<file path="config.mk">
export PLATFORM = sky130hd
export DESIGN_NAME = faes_top
export DESIGN_NICKNAME = d
export VERILOG_FILES = /design/src/common/faes_pkg.sv /design/src/hdl/faes_top.sv
export SDC_FILE = /design/constraint.sdc
export NUM_CORES = 1
export LEC_CHECK = 0
export ABC_AREA = 1
export BUFFER_PORTS_ARGS = -buffer_cell sky130_fd_sc_hd__buf_2
export CORE_UTILIZATION = 45
export CTS_CLUSTER_DIAMETER = 100
export DETAILED_ROUTE_END_ITERATION = 7
export PLACE_DENSITY = 0.86
export REMOVE_ABC_BUFFERS = 1
export SYNTH_ARGS = -nofsm -noshare
export SYNTH_HDL_FRONTEND = slang
export SYNTH_SLANG_ARGS = --single-unit
</file>
<file path="constraint.sdc">
create_clock -name mclk_in -period 1.6 [get_ports mclk_in]
set_input_delay 0.32 -clock mclk_in [delete_from_list [all_inputs] [get_ports mclk_in]]
set_output_delay 0.32 -clock mclk_in [all_outputs]
set_load 0.02 [all_outputs]
</file>
<file path="src/common/faes_pkg.sv">
package faes_pkg;

	// ********************************
	// Register map (byte addresses)
	// ********************************
	localparam logic [7:0] STATUS_OFFSET   = 8'h00;
	localparam logic [7:0] ENABLE_OFFSET   = 8'h04;
	localparam logic [7:0] IRQ_STAT_OFFSET = 8'h08;
	localparam logic [7:0] IRQ_CLR_OFFSET  = 8'h0C;
	localparam logic [7:0] IRQ_EN_OFFSET   = 8'h10;

	// ********************************
	// Field positions
	// ********************************
	localparam int CODE_ERR_BIT = 7;
	localparam int LOCK_BIT     = 4;
	localparam int DATA_ERR_BIT = 3;
	localparam int CORR_BIT     = 0;
	localparam logic [7:0] FLAG_MASK = 8'h99;

	// ********************************
	// Reset values
	// ********************************
	localparam logic [7:0] STATUS_RESET = 8'h00;
	localparam logic [7:0] ENABLE_RESET = 8'h00;
	localparam logic [2:0] EVENT_RESET  = 3'h0;

	// ********************************
	// Address windows (bits 18..0)
	// ********************************
	localparam logic [18:0] DATA_LIMIT_64K = 19'h1_0000;
	localparam logic [18:0] DATA_LIMIT_32K = 19'h0_8000;
	localparam logic [18:0] LOW_AREA_END   = 19'h0_003F;
	localparam logic [18:0] CFG_AREA_END   = 19'h0_00FF;
	localparam logic [18:0] OTP_AREA_END   = 19'h0_009F;

	// Command kinds from the sequencer decoder
	typedef enum logic [1:0] {
		faes_cmd_data,
		faes_cmd_config,
		faes_cmd_otp,
		faes_cmd_other
	} faes_cmd_type;

	// Command issue from the sequencer
	typedef struct packed {
		logic         issue;
		faes_cmd_type kind;
		logic [18:0]  start_addr;
	} faes_issue_type;

	// Sequencer status inputs
	typedef struct packed {
		logic config_correction_flag;
		logic table_correction_flag;
		logic otp_correction_flag;
		logic seq_ram_correction_flag;
	} faes_corr_type;

	// Read-channel holding state
	typedef enum logic [0:0] {
		faes_rd_idle,
		faes_rd_resp
	} faes_rd_state_type;

endpackage : faes_pkg

</file>
<file path="src/hdl/faes_top.sv">
`timescale 1ns/10ps
module faes_top #(
	parameter bit DATA_64K = 1'b1   // Data flash is 64 KB, else 32 KB
) (
	input  wire logic                  mclk_in,           // Clock, 20 MHz
	input  wire logic                  resetn_in,         // Async reset, low
	input  wire logic [7:0]            s_axi_awaddr_in,   // Write address
	input  wire logic                  s_axi_awvalid_in,  // Write address valid
	output logic                       s_axi_awready_out, // Write address ready
	input  wire logic [31:0]           s_axi_wdata_in,    // Write data
	input  wire logic [3:0]            s_axi_wstrb_in,    // Write strobes
	input  wire logic                  s_axi_wvalid_in,   // Write data valid
	output logic                       s_axi_wready_out,  // Write data ready
	output logic [1:0]                 s_axi_bresp_out,   // Write response
	output logic                       s_axi_bvalid_out,  // Write response valid
	input  wire logic                  s_axi_bready_in,   // Write response ready
	input  wire logic [7:0]            s_axi_araddr_in,   // Read address
	input  wire logic                  s_axi_arvalid_in,  // Read address valid
	output logic                       s_axi_arready_out, // Read address ready
	output logic [31:0]                s_axi_rdata_out,   // Read data
	output logic [1:0]                 s_axi_rresp_out,   // Read response
	output logic                       s_axi_rvalid_out,  // Read data valid
	input  wire logic                  s_axi_rready_in,   // Read data ready
	input  wire faes_pkg::faes_issue_type cmd_in,         // Command issue
	input  wire logic                  data_mode_in,      // Data flash P/E mode
	input  wire logic                  code_flash_error_in, // Code flash error event
	input  wire logic                  correction_event_in, // 1-bit correction seen
	input  wire logic                  status_clear_start_in, // Status clear starts
	input  wire logic                  forced_stop_start_in,  // Forced stop starts
	input  wire faes_pkg::faes_corr_type corr_flags_in,   // Sequencer correction flags
	output logic                       illegal_error_set_out, // Set illegal-error flag
	output logic                       command_lock_out,  // Command lock state
	output logic                       flash_error_irq_out, // To error control module
	output logic                       irq_out            // Block event interrupt
);

	// ********************************
	// State
	// ********************************
	typedef struct packed {
		// Software-visible registers and their internal clear-arming markers
		logic [7:0]  status;       // Flag register
		logic [7:0]  enable;       // Interrupt enables
		logic        code_seen1;   // Code flag read as 1
		logic        data_seen1;   // Data flag read as 1
		// Write channel
		logic        aw_held;
		logic [7:0]  aw_addr;
		logic        w_held;
		logic [31:0] w_data;
		logic [3:0]  w_strb;
		logic        bvalid;
		logic [1:0]  bresp;
		// Read channel
		faes_pkg::faes_rd_state_type rd_state;
		logic [31:0] rdata;
		logic [1:0]  rresp;
		// Block events
		logic [2:0]  ev_stat;      // Sticky events: code, data, correction
		logic [2:0]  ev_en;
		logic        ill_pulse;
	} faes_state_type;

	faes_state_type state;
	faes_state_type next_state;

	logic        data_hit;
	logic        do_write;
	logic        do_read;
	logic        set_data;
	logic        set_code;
	logic        set_corr;
	logic        clr_corr;
	logic [7:0]  wb;

	// Decoded pieces of the sequencer side
	logic        clear_or_stop;  // A clearing command starts
	logic        any_area_corr;  // Config, table or OTP correction level
	logic        ram_corr_stop;  // Forced stop with sequencer RAM correction

	// Interrupt terms, one per gated flag
	logic        code_irq;       // Code-flash error and its enable
	logic        lock_irq;       // Command lock and its enable
	logic        data_irq;       // Data-flash error and its enable
	logic        corr_irq;       // Correction flag and its enable
	logic [2:0]  event_gate;     // Block events that pass their enables

	// ********************************
	// Address checks
	// ********************************
	// Data commands only count in data programming mode
	// Config and OTP windows apply in any mode
	// Start address bits 18..0 are all that matter
	// Flag set on the edge that samples the issue pulse
	always_comb begin
		logic [18:0] a;
		a = cmd_in.start_addr;
		data_hit = 1'b0;
		case (cmd_in.kind)
			// Data area beyond the fitted size
			faes_pkg::faes_cmd_data: begin
				data_hit = data_mode_in && (a >= (DATA_64K ? faes_pkg::DATA_LIMIT_64K
					: faes_pkg::DATA_LIMIT_32K));
			end
			// Config area is 0x40..0xFF
			faes_pkg::faes_cmd_config: begin
				data_hit = (a <= faes_pkg::LOW_AREA_END)
					|| (a > faes_pkg::CFG_AREA_END);
			end
			// OTP area is 0x40..0x9F
			faes_pkg::faes_cmd_otp: begin
				data_hit = (a <= faes_pkg::LOW_AREA_END)
					|| (a > faes_pkg::OTP_AREA_END);
			end
			// Other commands never raise this flag
			default: begin
				data_hit = 1'b0;
			end
		endcase
	end

	// ********************************
	// Event terms
	// ********************************
	// Access errors from the decoder and the code flash side, and the correction event
	assign set_data = cmd_in.issue && data_hit;
	assign set_code = code_flash_error_in;
	assign set_corr = correction_event_in;

	// Correction clear conditions
	assign clear_or_stop = status_clear_start_in || forced_stop_start_in;
	assign any_area_corr = corr_flags_in.config_correction_flag
		|| corr_flags_in.table_correction_flag
		|| corr_flags_in.otp_correction_flag;
	assign ram_corr_stop = forced_stop_start_in && corr_flags_in.seq_ram_correction_flag;
	// A status clear with only the RAM correction level leaves the flag
	assign clr_corr = (clear_or_stop && any_area_corr)
		|| ram_corr_stop;

	// ********************************
	// Bus strobes
	// ********************************
	// A write runs once address and data are both held
	// It waits while the previous response is still pending
	assign do_write = state.aw_held && state.w_held && !state.bvalid;
	// A read is taken only when no read data is waiting
	assign do_read = s_axi_arvalid_in && (state.rd_state == faes_pkg::faes_rd_idle);
	// Only the low byte lane carries register bits
	assign wb = state.w_data[7:0];

	// ********************************
	// Next state
	// ********************************
	// Order inside this process matters
	// Bus effects come first, then clears, then sets
	// Every set is applied last, so an event never loses to a clear
	// The illegal-error pulse lasts exactly one cycle
	always_comb begin
		logic wr_lane0;
		logic lock_clear;
		next_state = state;
		next_state.ill_pulse = 1'b0;
		wr_lane0 = do_write && state.w_strb[0];
		lock_clear = 1'b0;

		// Write channel capture, either order
		// Each channel is held until the write runs, so its ready stays low
		if (s_axi_awvalid_in && !state.aw_held) begin
			next_state.aw_held = 1'b1;
			next_state.aw_addr = s_axi_awaddr_in;
		end
		if (s_axi_wvalid_in && !state.w_held) begin
			next_state.w_held = 1'b1;
			next_state.w_data = s_axi_wdata_in;
			next_state.w_strb = s_axi_wstrb_in;
		end
		// Execute the write and raise the response
		if (do_write) begin
			next_state.aw_held = 1'b0;
			next_state.w_held = 1'b0;
			next_state.bvalid = 1'b1;
			next_state.bresp = 2'h0;
			case (state.aw_addr)
				faes_pkg::STATUS_OFFSET, faes_pkg::ENABLE_OFFSET,
				faes_pkg::IRQ_STAT_OFFSET, faes_pkg::IRQ_CLR_OFFSET,
				faes_pkg::IRQ_EN_OFFSET: begin
					next_state.bresp = 2'h0;
				end
				default: begin
					next_state.bresp = 2'h2;
				end
			endcase
		end
		// Response leaves once the master has taken it
		if (state.bvalid && s_axi_bready_in) begin
			next_state.bvalid = 1'b0;
		end

		// Status writes: zero clears only after a read of one
		// The armed marker is set by a status read that shows one
		// A fresh error disarms it, so software must look again
		// Writes to the lock and correction bits have no effect
		if (wr_lane0 && state.aw_addr == faes_pkg::STATUS_OFFSET) begin
			if (!wb[faes_pkg::DATA_ERR_BIT] && state.data_seen1) begin
				next_state.status[faes_pkg::DATA_ERR_BIT] = 1'b0;
				next_state.data_seen1 = 1'b0;
			end
			if (!wb[faes_pkg::CODE_ERR_BIT] && state.code_seen1) begin
				next_state.status[faes_pkg::CODE_ERR_BIT] = 1'b0;
				next_state.code_seen1 = 1'b0;
			end
		end
		// Enable writes keep reserved bits at zero
		if (wr_lane0 && state.aw_addr == faes_pkg::ENABLE_OFFSET) begin
			next_state.enable = wb & faes_pkg::FLAG_MASK;
		end
		// Block event enables, then write-one-to-clear of events
		if (wr_lane0 && state.aw_addr == faes_pkg::IRQ_EN_OFFSET) begin
			next_state.ev_en = wb[2:0];
		end
		if (wr_lane0 && state.aw_addr == faes_pkg::IRQ_CLR_OFFSET) begin
			next_state.ev_stat = state.ev_stat & ~wb[2:0];
		end

		// Read channel
		// Read data is registered and held until rready is seen
		// A status read that shows an access error arms its clear
		if (do_read) begin
			next_state.rd_state = faes_pkg::faes_rd_resp;
			next_state.rresp = 2'h0;
			next_state.rdata = 32'h0000_0000;
			case (s_axi_araddr_in)
				faes_pkg::STATUS_OFFSET: begin
					next_state.rdata = {24'h00_0000, state.status & faes_pkg::FLAG_MASK};
					if (state.status[faes_pkg::DATA_ERR_BIT]) begin
						next_state.data_seen1 = 1'b1;
					end
					if (state.status[faes_pkg::CODE_ERR_BIT]) begin
						next_state.code_seen1 = 1'b1;
					end
				end
				faes_pkg::ENABLE_OFFSET: begin
					next_state.rdata = {24'h00_0000, state.enable};
				end
				faes_pkg::IRQ_STAT_OFFSET: begin
					next_state.rdata = {29'h0000_0000, state.ev_stat};
				end
				faes_pkg::IRQ_EN_OFFSET: begin
					next_state.rdata = {29'h0000_0000, state.ev_en};
				end
				faes_pkg::IRQ_CLR_OFFSET: begin
					next_state.rdata = 32'h0000_0000;
				end
				default: begin
					next_state.rresp = 2'h2;
				end
			endcase
		end else if (state.rd_state == faes_pkg::faes_rd_resp && s_axi_rready_in) begin
			next_state.rd_state = faes_pkg::faes_rd_idle;
		end

		// Correction flag: setting wins over clearing
		// The clear follows the sequencer's own correction levels
		if (clr_corr) begin
			next_state.status[faes_pkg::CORR_BIT] = 1'b0;
		end
		if (set_corr) begin
			next_state.status[faes_pkg::CORR_BIT] = 1'b1;
		end

		// Command lock leaves on clear/stop once both access errors are zero
		// The errors are looked at before this cycle's own writes land
		lock_clear = clear_or_stop
			&& !state.status[faes_pkg::DATA_ERR_BIT] && !state.status[faes_pkg::CODE_ERR_BIT];
		if (lock_clear) begin
			next_state.status[faes_pkg::LOCK_BIT] = 1'b0;
		end

		// Access errors set last so an arriving error wins over a clear
		// Each one also enters the lock and asks for the illegal-error flag
		if (set_data) begin
			next_state.status[faes_pkg::DATA_ERR_BIT] = 1'b1;
			next_state.status[faes_pkg::LOCK_BIT] = 1'b1;
			next_state.ill_pulse = 1'b1;
			next_state.data_seen1 = 1'b0;
		end
		if (set_code) begin
			next_state.status[faes_pkg::CODE_ERR_BIT] = 1'b1;
			next_state.status[faes_pkg::LOCK_BIT] = 1'b1;
			next_state.ill_pulse = 1'b1;
			next_state.code_seen1 = 1'b0;
		end

		// Sticky block events: code error, data error, correction
		// Added after the clear write, so a same-cycle event stays
		next_state.ev_stat = next_state.ev_stat | {set_code, set_data, set_corr};
	end

	// ********************************
	// Registers
	// ********************************
	// One register stage for the whole block state
	// Reset leaves all flags, enables and bus channels idle
	always_ff @(posedge mclk_in or negedge resetn_in) begin
		if (!resetn_in) begin
			state          <= '0;
			state.status   <= faes_pkg::STATUS_RESET;
			state.enable   <= faes_pkg::ENABLE_RESET;
			state.ev_stat  <= faes_pkg::EVENT_RESET;
			state.ev_en    <= faes_pkg::EVENT_RESET;
			state.rd_state <= faes_pkg::faes_rd_idle;
		end else begin
			state <= next_state;
		end
	end

	// ********************************
	// Outputs
	// ********************************
	// Write channel handshakes come straight from the holding flags
	assign s_axi_awready_out = !state.aw_held;
	assign s_axi_wready_out  = !state.w_held;
	assign s_axi_bvalid_out  = state.bvalid;
	assign s_axi_bresp_out   = state.bresp;

	// Read channel stays valid until the master takes the data
	assign s_axi_arready_out = (state.rd_state == faes_pkg::faes_rd_idle);
	assign s_axi_rvalid_out  = (state.rd_state == faes_pkg::faes_rd_resp);
	assign s_axi_rdata_out   = state.rdata;
	assign s_axi_rresp_out   = state.rresp;

	// ********************************
	// Sequencer side
	// ********************************
	// One-cycle request to set the illegal-error flag
	assign illegal_error_set_out = state.ill_pulse;
	// Lock level shown to the sequencer equals status bit 4
	assign command_lock_out  = state.status[faes_pkg::LOCK_BIT];

	// ********************************
	// Interrupts
	// ********************************
	// Each flag is gated by the enable bit at the same position
	assign code_irq = state.status[faes_pkg::CODE_ERR_BIT]
		&& state.enable[faes_pkg::CODE_ERR_BIT];
	assign lock_irq = state.status[faes_pkg::LOCK_BIT]
		&& state.enable[faes_pkg::LOCK_BIT];
	assign data_irq = state.status[faes_pkg::DATA_ERR_BIT]
		&& state.enable[faes_pkg::DATA_ERR_BIT];
	assign corr_irq = state.status[faes_pkg::CORR_BIT]
		&& state.enable[faes_pkg::CORR_BIT];
	// Flash error request to the error control module
	assign flash_error_irq_out = code_irq || lock_irq || data_irq
		|| corr_irq;
	// Block event interrupt from the sticky event register
	assign event_gate = state.ev_stat & state.ev_en;
	assign irq_out = |event_gate;

endmodule : faes_top

</file>
==> out/qor.yml, run 1 <==
finalSetupViolations: 0
dieArea_um2: 5930
grt_setup_unrepaired: "no"
die_h_um: 77.0
cts_tree: "yes"
final_max_slew_viol_count: 0
synth_top_area_share_pct: 43.5
critPathLaunchType: "flop"
leakage_nw: 1.55
synth_area_leaders: "dfrtp_1 (44%), buf_4 (11%), nand2_1 (9.1%)"
netlist-cell-type-count: 37
numPortBuffers: 72
finalWorstSetupSlack_ns: 0.155
grt_pass1_vias: 1962
n_fill_cell: 496
num_vias: 2045
area_growth_pct: 15.3
route.detailed.drc: 0
hold_viol: 0
multi_input_area_um2: 1070
cts_buffer_depth: 2
async_reset_ff_share_pct: 100
start_util_pct: 48.0
postLayoutCoreUtil_pct: 55.4
htree_num_levels: 2
synth_area_per_cell_um2: 8.32
clk_pin_slew_ns: 0.08
ys_ff_latch: 44
critPathKind: "reg2out"
syn_area_um2: 2530
drtAntennaViolNets: 0
yosysWarnings: 0
ys_seq_area_share_pct: 43.5
netlist_instances: 304
tns_ns: 0
fin_worst_skew_ns: 0.00604
cts-resized-gates: 0
powerDensity_nw_per_um2: 1140
worstPathArrival_ns: 1.13
grtUsageTotal_pct: 17.2
cts_made_buffers: 5
worst_slew_pin_slew_ns: 0.540
cts_num_sinks: 44
maxCapViolCount: 0
cp.required_ns: 1.28
core_region_area_um2: 5270
regArea_um2: 1100
fin_nets: 468
synth_top_cell_by_area: "dfrtp_1"
die_width_um: 77.0
place_ws_ns: 0.255
fmax_ghz: 0.692
maxSlewHeadroom_pct: 64.0
rows: 26
grt_overflow_total: 0
post_cts_buffers: 0
antenna_found_initial: 0
min_path_type: "in2async"
synth_ff_type: "dfrtp_1"
drt_pre_antenna_iters: 4
synth_edf_count: 0
cts_hold_buf: 0
wl_per_cell_um: 10.9
cts_root_buf: "clkbuf_8"
grt_max_degree: 45
period_share_pct: 90.3
drive_above_1_share_pct: 31.6
n_antenna_cell: 0
hpwlAfterDp_um: 3830
drt_iter0_markers: 97
ioPinCount: 135
post_drt_via_cell_ratio: 4.59
grt_pass1_wl_um: 8230
p_total_mw: 3.31
clk_latency_ns: 0.29
endpoint_kind: "output pin"
critPathMaxFanout: 5
peakVddDrop_mv: 0.716
status: "completed"
fin_crit_ns: 1.45
totalWireLength_um: 4860
place_congestion: 0.800
[power breakdown]
group          switching [mW]  internal [mW]
clock                   0.364          0.345
combinational           0.696          0.363
sequential              0.177           1.37
[synth_stat cells (2+ instances only)]
library cell	count
nor3_2	2
nor2_2	3
nand2_2	6
inv_2	7
mux2_2	5
nor3_1	3
nor2_4	4
buf_2	2
nand3_1	7
inv_1	38
ha_1	3
nor2_1	26
o21ai_0	7
nor3_4	2
buf_4	36
dfrtp_1	44
o21ai_1	14
a21oi_1	15
nand2_1	61
o22ai_1	2
[metrics by stage]
step                      std cells  cell area (µm²)  hold WS (ns)
after global routing            446             2920         0.123
after detailed placement        438             2830         0.429
final                           446             2920        0.0957
after CTS                       446             2920         0.106
after floorplan                 292             2350        0.0244
after global placement          438             2830         0.419
[critical path: stages, from the launching register on]
cell and delay [ns]:
dfrtp_1 0.43, nand2_1 0.09, o2111ai_1 0.13, buf_2 0.19
[state kept, by name, indices dropped and copies added, names as in the netlist]
| signal | count |
|---|---|
| state | 32 |
| s_axi_rdata_out | 6 |
| command_lock_out | 1 |
| illegal_error_set_out | 1 |
| s_axi_bresp_out | 1 |
| s_axi_bvalid_out | 1 |
| s_axi_rresp_out | 1 |
| s_axi_rvalid_out | 1 |
[routing by layer]
| layer | share of wire [%] | up-vias | GRT usage (%) |
|---|---|---|---|
| li1 | - | 1037 | - |
| met1 | 45 | 922 | 21.0 |
| met2 | 48 | 80 | 29.9 |
| met3 | 5.7 | 6 | 3.33 |
| met4 | 1.4 | 0 | 6.60 |
| met5 | 0 | - | 0 |
[cells by family after synthesis]
logic type                 Yosys count  synth area share (%)
AOI/OAI and AO/OA                   45                  9.94
adders and majority gates            3                  1.48
buffers and inverters               85                  18.1
DFF                                 44                  43.5
muxes                                5                  2.23
other                                1                 0.148
and+or+nand+nor                    121                  24.6
[cells in the final DEF, fill, tap and decap left out, types with 2 or more instances in the layout]
cell type	count
nand2_2	6
nand3_1	7
ha_1	3
clkbuf_8	6
nand2_1	61
buf_2	72
conb_1	28
nor3_2	2
clkinv_2	3
nor2_4	4
nor2_2	3
o21ai_0	7
nor3_1	3
nor3_4	2
buf_4	4
inv_1	38
o22ai_1	2
a21oi_1	15
nor2_1	26
mux2_2	5
dfrtp_1	44
inv_2	7
o21ai_1	14
[worst paths after layout]
path                       cells past startpoint                  end                start  slack, ns
min in group mclk_in                           2            state[92]  code_flash_error_in       0.18
min reg2reg                                    2   s_axi_rresp_out[1]   s_axi_rresp_out[1]       0.48
max                                            3  flash_error_irq_out           state[108]       0.15
min                                            2     s_axi_bvalid_out            resetn_in        0.1
max reg2reg                                    6             state[5]     s_axi_bvalid_out       0.25
max in group asynchronous                      2            state[91]            resetn_in       1.14
[final cells by class]
type / instances / area share [%]
Tap cell: 70 / 3.00
Sequential cell: 44 / 37.7
Clock inverter: 2 / 0.343
Inverter: 46 / 5.96
Clock buffer: 6 / 2.83
Multi-Input combinational cell: 202 / 36.7
Timing Repair Buffer: 76 / 13.4
Note: power is estimated with default switching activity, not from simulation.
==> inputs of run 2 (changes only) <==
==> constraint.sdc (replaced) <==
create_clock -name mclk_in -period 1.6 [get_ports mclk_in]
set_input_delay 0.16 -clock mclk_in [delete_from_list [all_inputs] [get_ports mclk_in]]
set_output_delay 0.16 -clock mclk_in [all_outputs]
set_load 0.02 [all_outputs]
==> run 2 against run 1 <==
Net effect:
- via count down 1.9%
- hold slack worse by 0.076 ns
- maximum frequency up 5.7%
- highest routed layer unchanged
==> out/qor.yml, run 2 (same netlist as run 1, synthesis figures left out) <==
status: "completed"
drtAntennaViolNets: 0  # unchanged
cts_root_buf: "clkbuf_8"
wl_per_cell_um: 10.5  # -3.4%
maxCapViolCount: 0  # unchanged
place_ws_ns: 0.244  # -0.0109 ns
crit_slowest_cell: "dfrtp_1"
critPathKind: "reg2reg"
grt_overflow_total: 0  # unchanged
grtUsageTotal_pct: 17.0  # -0.29 points
n_fill_cell: 504  # +1.6%
holdCritStartpoint: "code_flash_error_in"
clockPowerShare_pct: 22.3  # +0.9 points
area_growth_pct: 15.3  # about the same
combPwrFrac_pct: 31.0  # -1.0 points
crit_chain: "nor3_4 -> nand2_2 -> clkinv_2 -> nand3_2 -> o21ai_1 -> nand2_1"
fin_worst_skew_ns: 0.00573  # -0.000317 ns
leakage_nw: 1.54  # -0.34%
postLayoutCoreUtil_pct: 55.3  # about the same
drt_iter0_markers: 95  # -2.1%
r2r-start: "s_axi_bvalid_out"
fin_nets: 467  # -0.21%
start_util_pct: 48.0  # unchanged
numPortBuffers: 72  # unchanged
power.internal_mw: 2.10  # +1.2%
ff2ff_path_depth: 6  # unchanged
final_max_slew_viol_count: 0  # unchanged
largest_register_ff_count: 32  # unchanged
final_cell_mix: "buf_2 (72), nand2_1 (61), dfrtp_1 (44), inv_1 (38), conb_1 (28)"
power_frac_seq_pct: 46.7  # about the same
min_path_type: "in2reg"
hpwlAfterDp_um: 3720  # -2.9%
dp.cells: 436  # -0.46%
path_depth: 6  # +3
worst_slew_pin_slew_ns: 0.532  # -0.00830 ns
grt_setup_unrepaired: "no"
cts_made_buffers: 5  # unchanged
die_h_um: 77.0  # unchanged
worstPathArrival_ns: 1.55  # +0.42 ns
cp.required_ns: 1.78  # +0.50 ns
p_total_mw: 3.31  # -0.15%
p_switching_mw: 1.21  # -2.4%
fmax_ghz: 0.732  # +5.7%
cts-resized-gates: 0  # unchanged
final_common_cell: "buf_2"
cts_tree: "yes"
route.detailed.drc: 0  # unchanged
hold_depth: 2
post_drt_via_cell_ratio: 4.52  # -1.5%
hold_viol: 0  # unchanged
tns_ns: 0  # unchanged
grt_pass1_vias: 1869  # -4.7%
crit_family: "simple AND/OR/NAND/NOR gates"
ioPinCount: 135  # unchanged
place_congestion: 0.801  # +0.18%
die_width_um: 77.0  # unchanged
dieArea_um2: 5930  # unchanged
drive_above_1_share_pct: 31.0  # -0.63 points
critical-path-max-stage-delay_ns: 0.43  # about the same
peakVddDrop_mv: 0.716  # about the same
grt_pass1_wl_um: 8020  # -2.6%
totalWireLength_um: 4670  # -3.8%
num_vias: 2006  # -1.9%
powerDensity_nw_per_um2: 1130  # -0.10%
fin_crit_ns: 1.37  # -0.0782 ns
grt_max_degree: 45  # unchanged
finalSetupViolations: 0  # unchanged
core_region_area_um2: 5270  # unchanged
rows: 26  # unchanged
antenna_found_initial: 0  # unchanged
critPathMaxFanout: 4  # -1
critPathLaunchType: "flop"
period_share_pct: 85.4  # -4.9 points
drt_pre_antenna_iters: 4  # unchanged
maxSlewHeadroom_pct: 64.5  # +0.55 points
cp_num_buf_inv: 1  # unchanged
stdcell_count: 444  # -0.45%
cts_num_sinks: 44  # unchanged
clk_latency_ns: 0.29  # about the same
largest_register: "state"
endpoint_kind: "flop"
htree_num_levels: 2  # unchanged
cts_buffer_depth: 2  # unchanged
n_antenna_cell: 0  # unchanged
finalWorstSetupSlack_ns: 0.233  # +0.0782 ns
p_sw_share_pct: 36.5  # -0.83 points
startpoint: "s_axi_bvalid_out"
clk_pin_slew_ns: 0.08  # about the same
==> run 2: cell types whose count changed in the layout (fill, tap and decap cells not counted) <==
cell	before	now
buf_4	4	2
clkinv_2	3	1
clkbuf_8	6	7
dlygate4sd3_1	0	1
==> run 2: metal layers <==
layer  part of all wire, %  vias up  routed length (µm)  global-route usage, %
met4                  0.73        0                  34                   4.53
met1                    45      895                2120                   21.3
li1                      -     1034                   -                      -
met2                    47       73                2210                   28.5
met5                     0        -                   0                      0
met3                   6.6        4                 307                   4.88
==> run 2: timing repair <==
action / 4_1_cts / 5_1_grt
hold buffers: 1 / 0
setup buffers: 0 / 0
endpoints found under the setup margin: 0 / 0
hold endpoints to repair: 44 / 0
==> run 2: worst paths after layout <==
kind	end	slack, ns
worst min-delay path	state[92]	0.02
worst max register to register	state[6]	0.23
min in group asynchronous	state[83]	0.47
worst min register to register	s_axi_rdata_out[7]	0.48
max in group asynchronous	s_axi_rdata_out[3]	0.77
worst max-delay path	state[6]	0.23
==> run 2: power by group through the flow <==
stage | registers [mW] | clock network, mW | logic, mW
floorplan | 1.58 | 0 | 0.693
global placement | 1.55 | 0 | 0.994
detailed placement | 1.56 | 0 | 1.04
CTS | 1.54 | 0.754 | 1.04
global route | 1.58 | 0.806 | 1.15
finish | 1.55 | 0.736 | 1.03
==> run 2: final cells by class <==
| class | count | area (µm²) | area share [%] |
|---|---|---|---|
| Tap cell | 70 | 87.6 | 3.00 |
| Multi-Input combinational cell | 202 | 1070 | 36.8 |
| Inverter | 46 | 174 | 5.96 |
| Clock buffer | 7 | 96.3 | 3.30 |
| Timing Repair Buffer | 75 | 385 | 13.2 |
| Sequential cell | 44 | 1100 | 37.8 |
==> run 2: per-stage QoR <==
| step | area, µm² | hold slack, ns |
|---|---|---|
| after floorplan | 2350 | -0.136 |
| after global placement | 2810 | 0.257 |
| after detailed placement | 2810 | 0.267 |
| after CTS | 2920 | 0.0150 |
| after global routing | 2920 | 0.0189 |
| final | 2920 | 0.0193 |
==> inputs of run 3 (changes only) <==
- clock period: 1.6 -> 1.4 ns (I/O delays scaled with it)
==> run 3 against run 2 <==
Net effect:
- flip-flop and latch count unchanged
- via count about the same
- sequential power up 14%
- sequential share of layout area down 1.0 points
- combinational power up 23%
- cell area up 2.9%
- die area unchanged
- critical endpoint is now state[91]
- hold slack worse by 0.012 ns
- clock skew up 0.0018 ns
- wire length up 3.4%
- clock power up 29%
- register-to-register slack worse by 0.20 ns
==> out/qor.yml, run 3 (same netlist as run 1, synthesis figures left out) <==
cts_tree: "yes"
clk_pin_slew_ns: 0.08  # about the same
largest_register: "state"
p_switching_mw: 1.44  # +19%
final_cell_mix: "buf_2 (72), nand2_1 (61), dfrtp_1 (43), inv_1 (38), conb_1 (28)"
place_ws_ns: 0.0798  # -0.164 ns
cts_num_sinks: 44  # unchanged
largest_register_ff_count: 32  # unchanged
hpwlAfterDp_um: 3780  # +1.6%
numPortBuffers: 72  # unchanged
htree_num_levels: 2  # unchanged
cp.required_ns: 1.58  # -0.20 ns
combPwrFrac_pct: 31.8  # +0.8 points
final_common_cell: "buf_2"
ioPinCount: 135  # unchanged
clk_latency_ns: 0.30  # about the same
leakage_nw: 1.58  # +2.5%
grt_overflow_total: 0  # unchanged
postLayoutCoreUtil_pct: 56.9  # +1.6 points
critPathKind: "reg2reg"
drive_above_1_share_pct: 32.9  # +1.9 points
grt_pass1_wl_um: 8270  # +3.1%
worstPathArrival_ns: 1.54  # about the same
grt_pass1_vias: 1908  # +2.1%
n_antenna_cell: 0  # unchanged
p_total_mw: 3.98  # +20%
die_h_um: 77.0  # unchanged
rows: 26  # unchanged
drtAntennaViolNets: 0  # unchanged
endpoint_kind: "flop"
place_congestion: 0.800  # -0.14%
fin_worst_skew_ns: 0.00749  # +0.00176 ns
core_region_area_um2: 5270  # unchanged
drt_pre_antenna_iters: 4  # unchanged
cts_buffer_depth: 2  # unchanged
cts_made_buffers: 5  # unchanged
route.detailed.drc: 0  # unchanged
final_max_slew_viol_count: 0  # unchanged
start_util_pct: 48.0  # unchanged
min_path_type: "in2reg"
critPathMaxFanout: 4  # unchanged
antenna_found_initial: 0  # unchanged
fin_crit_ns: 1.36  # -0.00378 ns
area_growth_pct: 18.6
hold_viol: 0  # unchanged
powerDensity_nw_per_um2: 1330  # +17%
grt_max_degree: 45  # unchanged
grtUsageTotal_pct: 17.6  # +0.61 points
clockPowerShare_pct: 23.8  # +1.5 points
die_width_um: 77.0  # unchanged
maxCapViolCount: 0  # unchanged
fmax_ghz: 0.734  # +0.28%
critPathLaunchType: "flop"
cts_root_buf: "clkbuf_8"
totalWireLength_um: 4830  # +3.4%
peakVddDrop_mv: 0.869  # +21%
finalSetupViolations: 0  # unchanged
post_drt_via_cell_ratio: 4.46  # -1.3%
finalWorstSetupSlack_ns: 0.0368  # -0.196 ns
dieArea_um2: 5930  # unchanged
power.internal_mw: 2.55  # +21%
power_frac_seq_pct: 44.5  # -2.2 points
num_vias: 2007  # +0.050%
p_sw_share_pct: 36.0  # -0.49 points
period_share_pct: 97.4  # +12 points
drt_iter0_markers: 66  # -31%
wl_per_cell_um: 10.7  # +2.0%
fin_nets: 472  # +1.1%
status: "completed"
[run 3: changes by cell type in the layout (fill, tap and decap cells not counted), sizes merged]
cell,before,now
inv,45,46
buf,74,79
bufinv,0,1
clkbuf,7,6
[run 3: layout make-up]
cell class	instances	area, µm²
Timing Repair Buffer	80	435
Tap cell	70	87.6
Fill cell	476	2270
Clock buffer	6	72.6
Clock inverter	2	35.0
Inverter	46	175
Multi-Input combinational cell	202	1090
Sequential cell	44	1100
[run 3: worst max-delay path: stages, from the launching register on]
cell and delay (ns):
dfrtp_1 0.40, nor2_2 0.12, nand2_2 0.09, nor2_4 0.15, nand2_2 0.08, nor2_4 0.15
nand2_1 0.08, a21oi_2 0.12, a21oi_1 0.05
[run 3: metal layers]
| metal | global-route usage [%] | routed length (µm) |
|---|---|---|
| met3 | 2.74 | 278 |
| met5 | 0 | 0 |
| met4 | 7.36 | 89 |
| met1 | 22.1 | 2140 |
| met2 | 29.9 | 2320 |
[run 3: timing repair]
| action | in CTS | in global routing |
|---|---|---|
| buffers inserted | 0 | 3 |
| endpoints found under the setup margin | 0 | 5 |
| hold endpoints to repair | 44 | 0 |
| resized for setup | 0 | 6 |
| hold buffers | 1 | 0 |
[run 3: through the flow]
| stage | TNS (ns) | hold WS [ns] | instances | area (µm²) |
|---|---|---|---|---|
| 2_1_floorplan | 0 | -0.156 | 292 | 2350 |
| 3_3_place_gp | 0 | 0.131 | 438 | 2840 |
| 3_5_place_dp | 0 | 0.129 | 438 | 2840 |
| 4_1_cts | 0 | 0.000327 | 447 | 2960 |
| 5_1_grt | -0.0402 | 0.00170 | 450 | 3000 |
| 6_report | 0 | 0.00767 | 450 | 3000 |
[run 3: power by group through the flow]
stage | Sequential, mW | Combinational [mW] | Clock [mW]
after CTS | 1.77 | 1.21 | 0.965
final | 1.77 | 1.27 | 0.946
after global routing | 1.81 | 1.41 | 1.03
after global placement | 1.77 | 1.16 | 0
after floorplan | 1.80 | 0.792 | 0
after detailed placement | 1.79 | 1.21 | 0
[run 3: worst paths after layout]
| path | slack (ns) | endpoint | startpoint | cells after the start |
|---|---|---|---|---|
| min in group asynchronous | 0.34 | s_axi_bvalid_out | resetn_in | 3 |
| min | 0.008 | state[92] | code_flash_error_in | 2 |
| max in group asynchronous | 0.83 | state[85] | resetn_in | 3 |
| min reg2reg | 0.48 | s_axi_rresp_out[1] | s_axi_rresp_out[1] | 2 |
| max reg2reg | 0.04 | state[91] | state[87] | 8 |
| max | 0.04 | state[91] | state[87] | 8 |
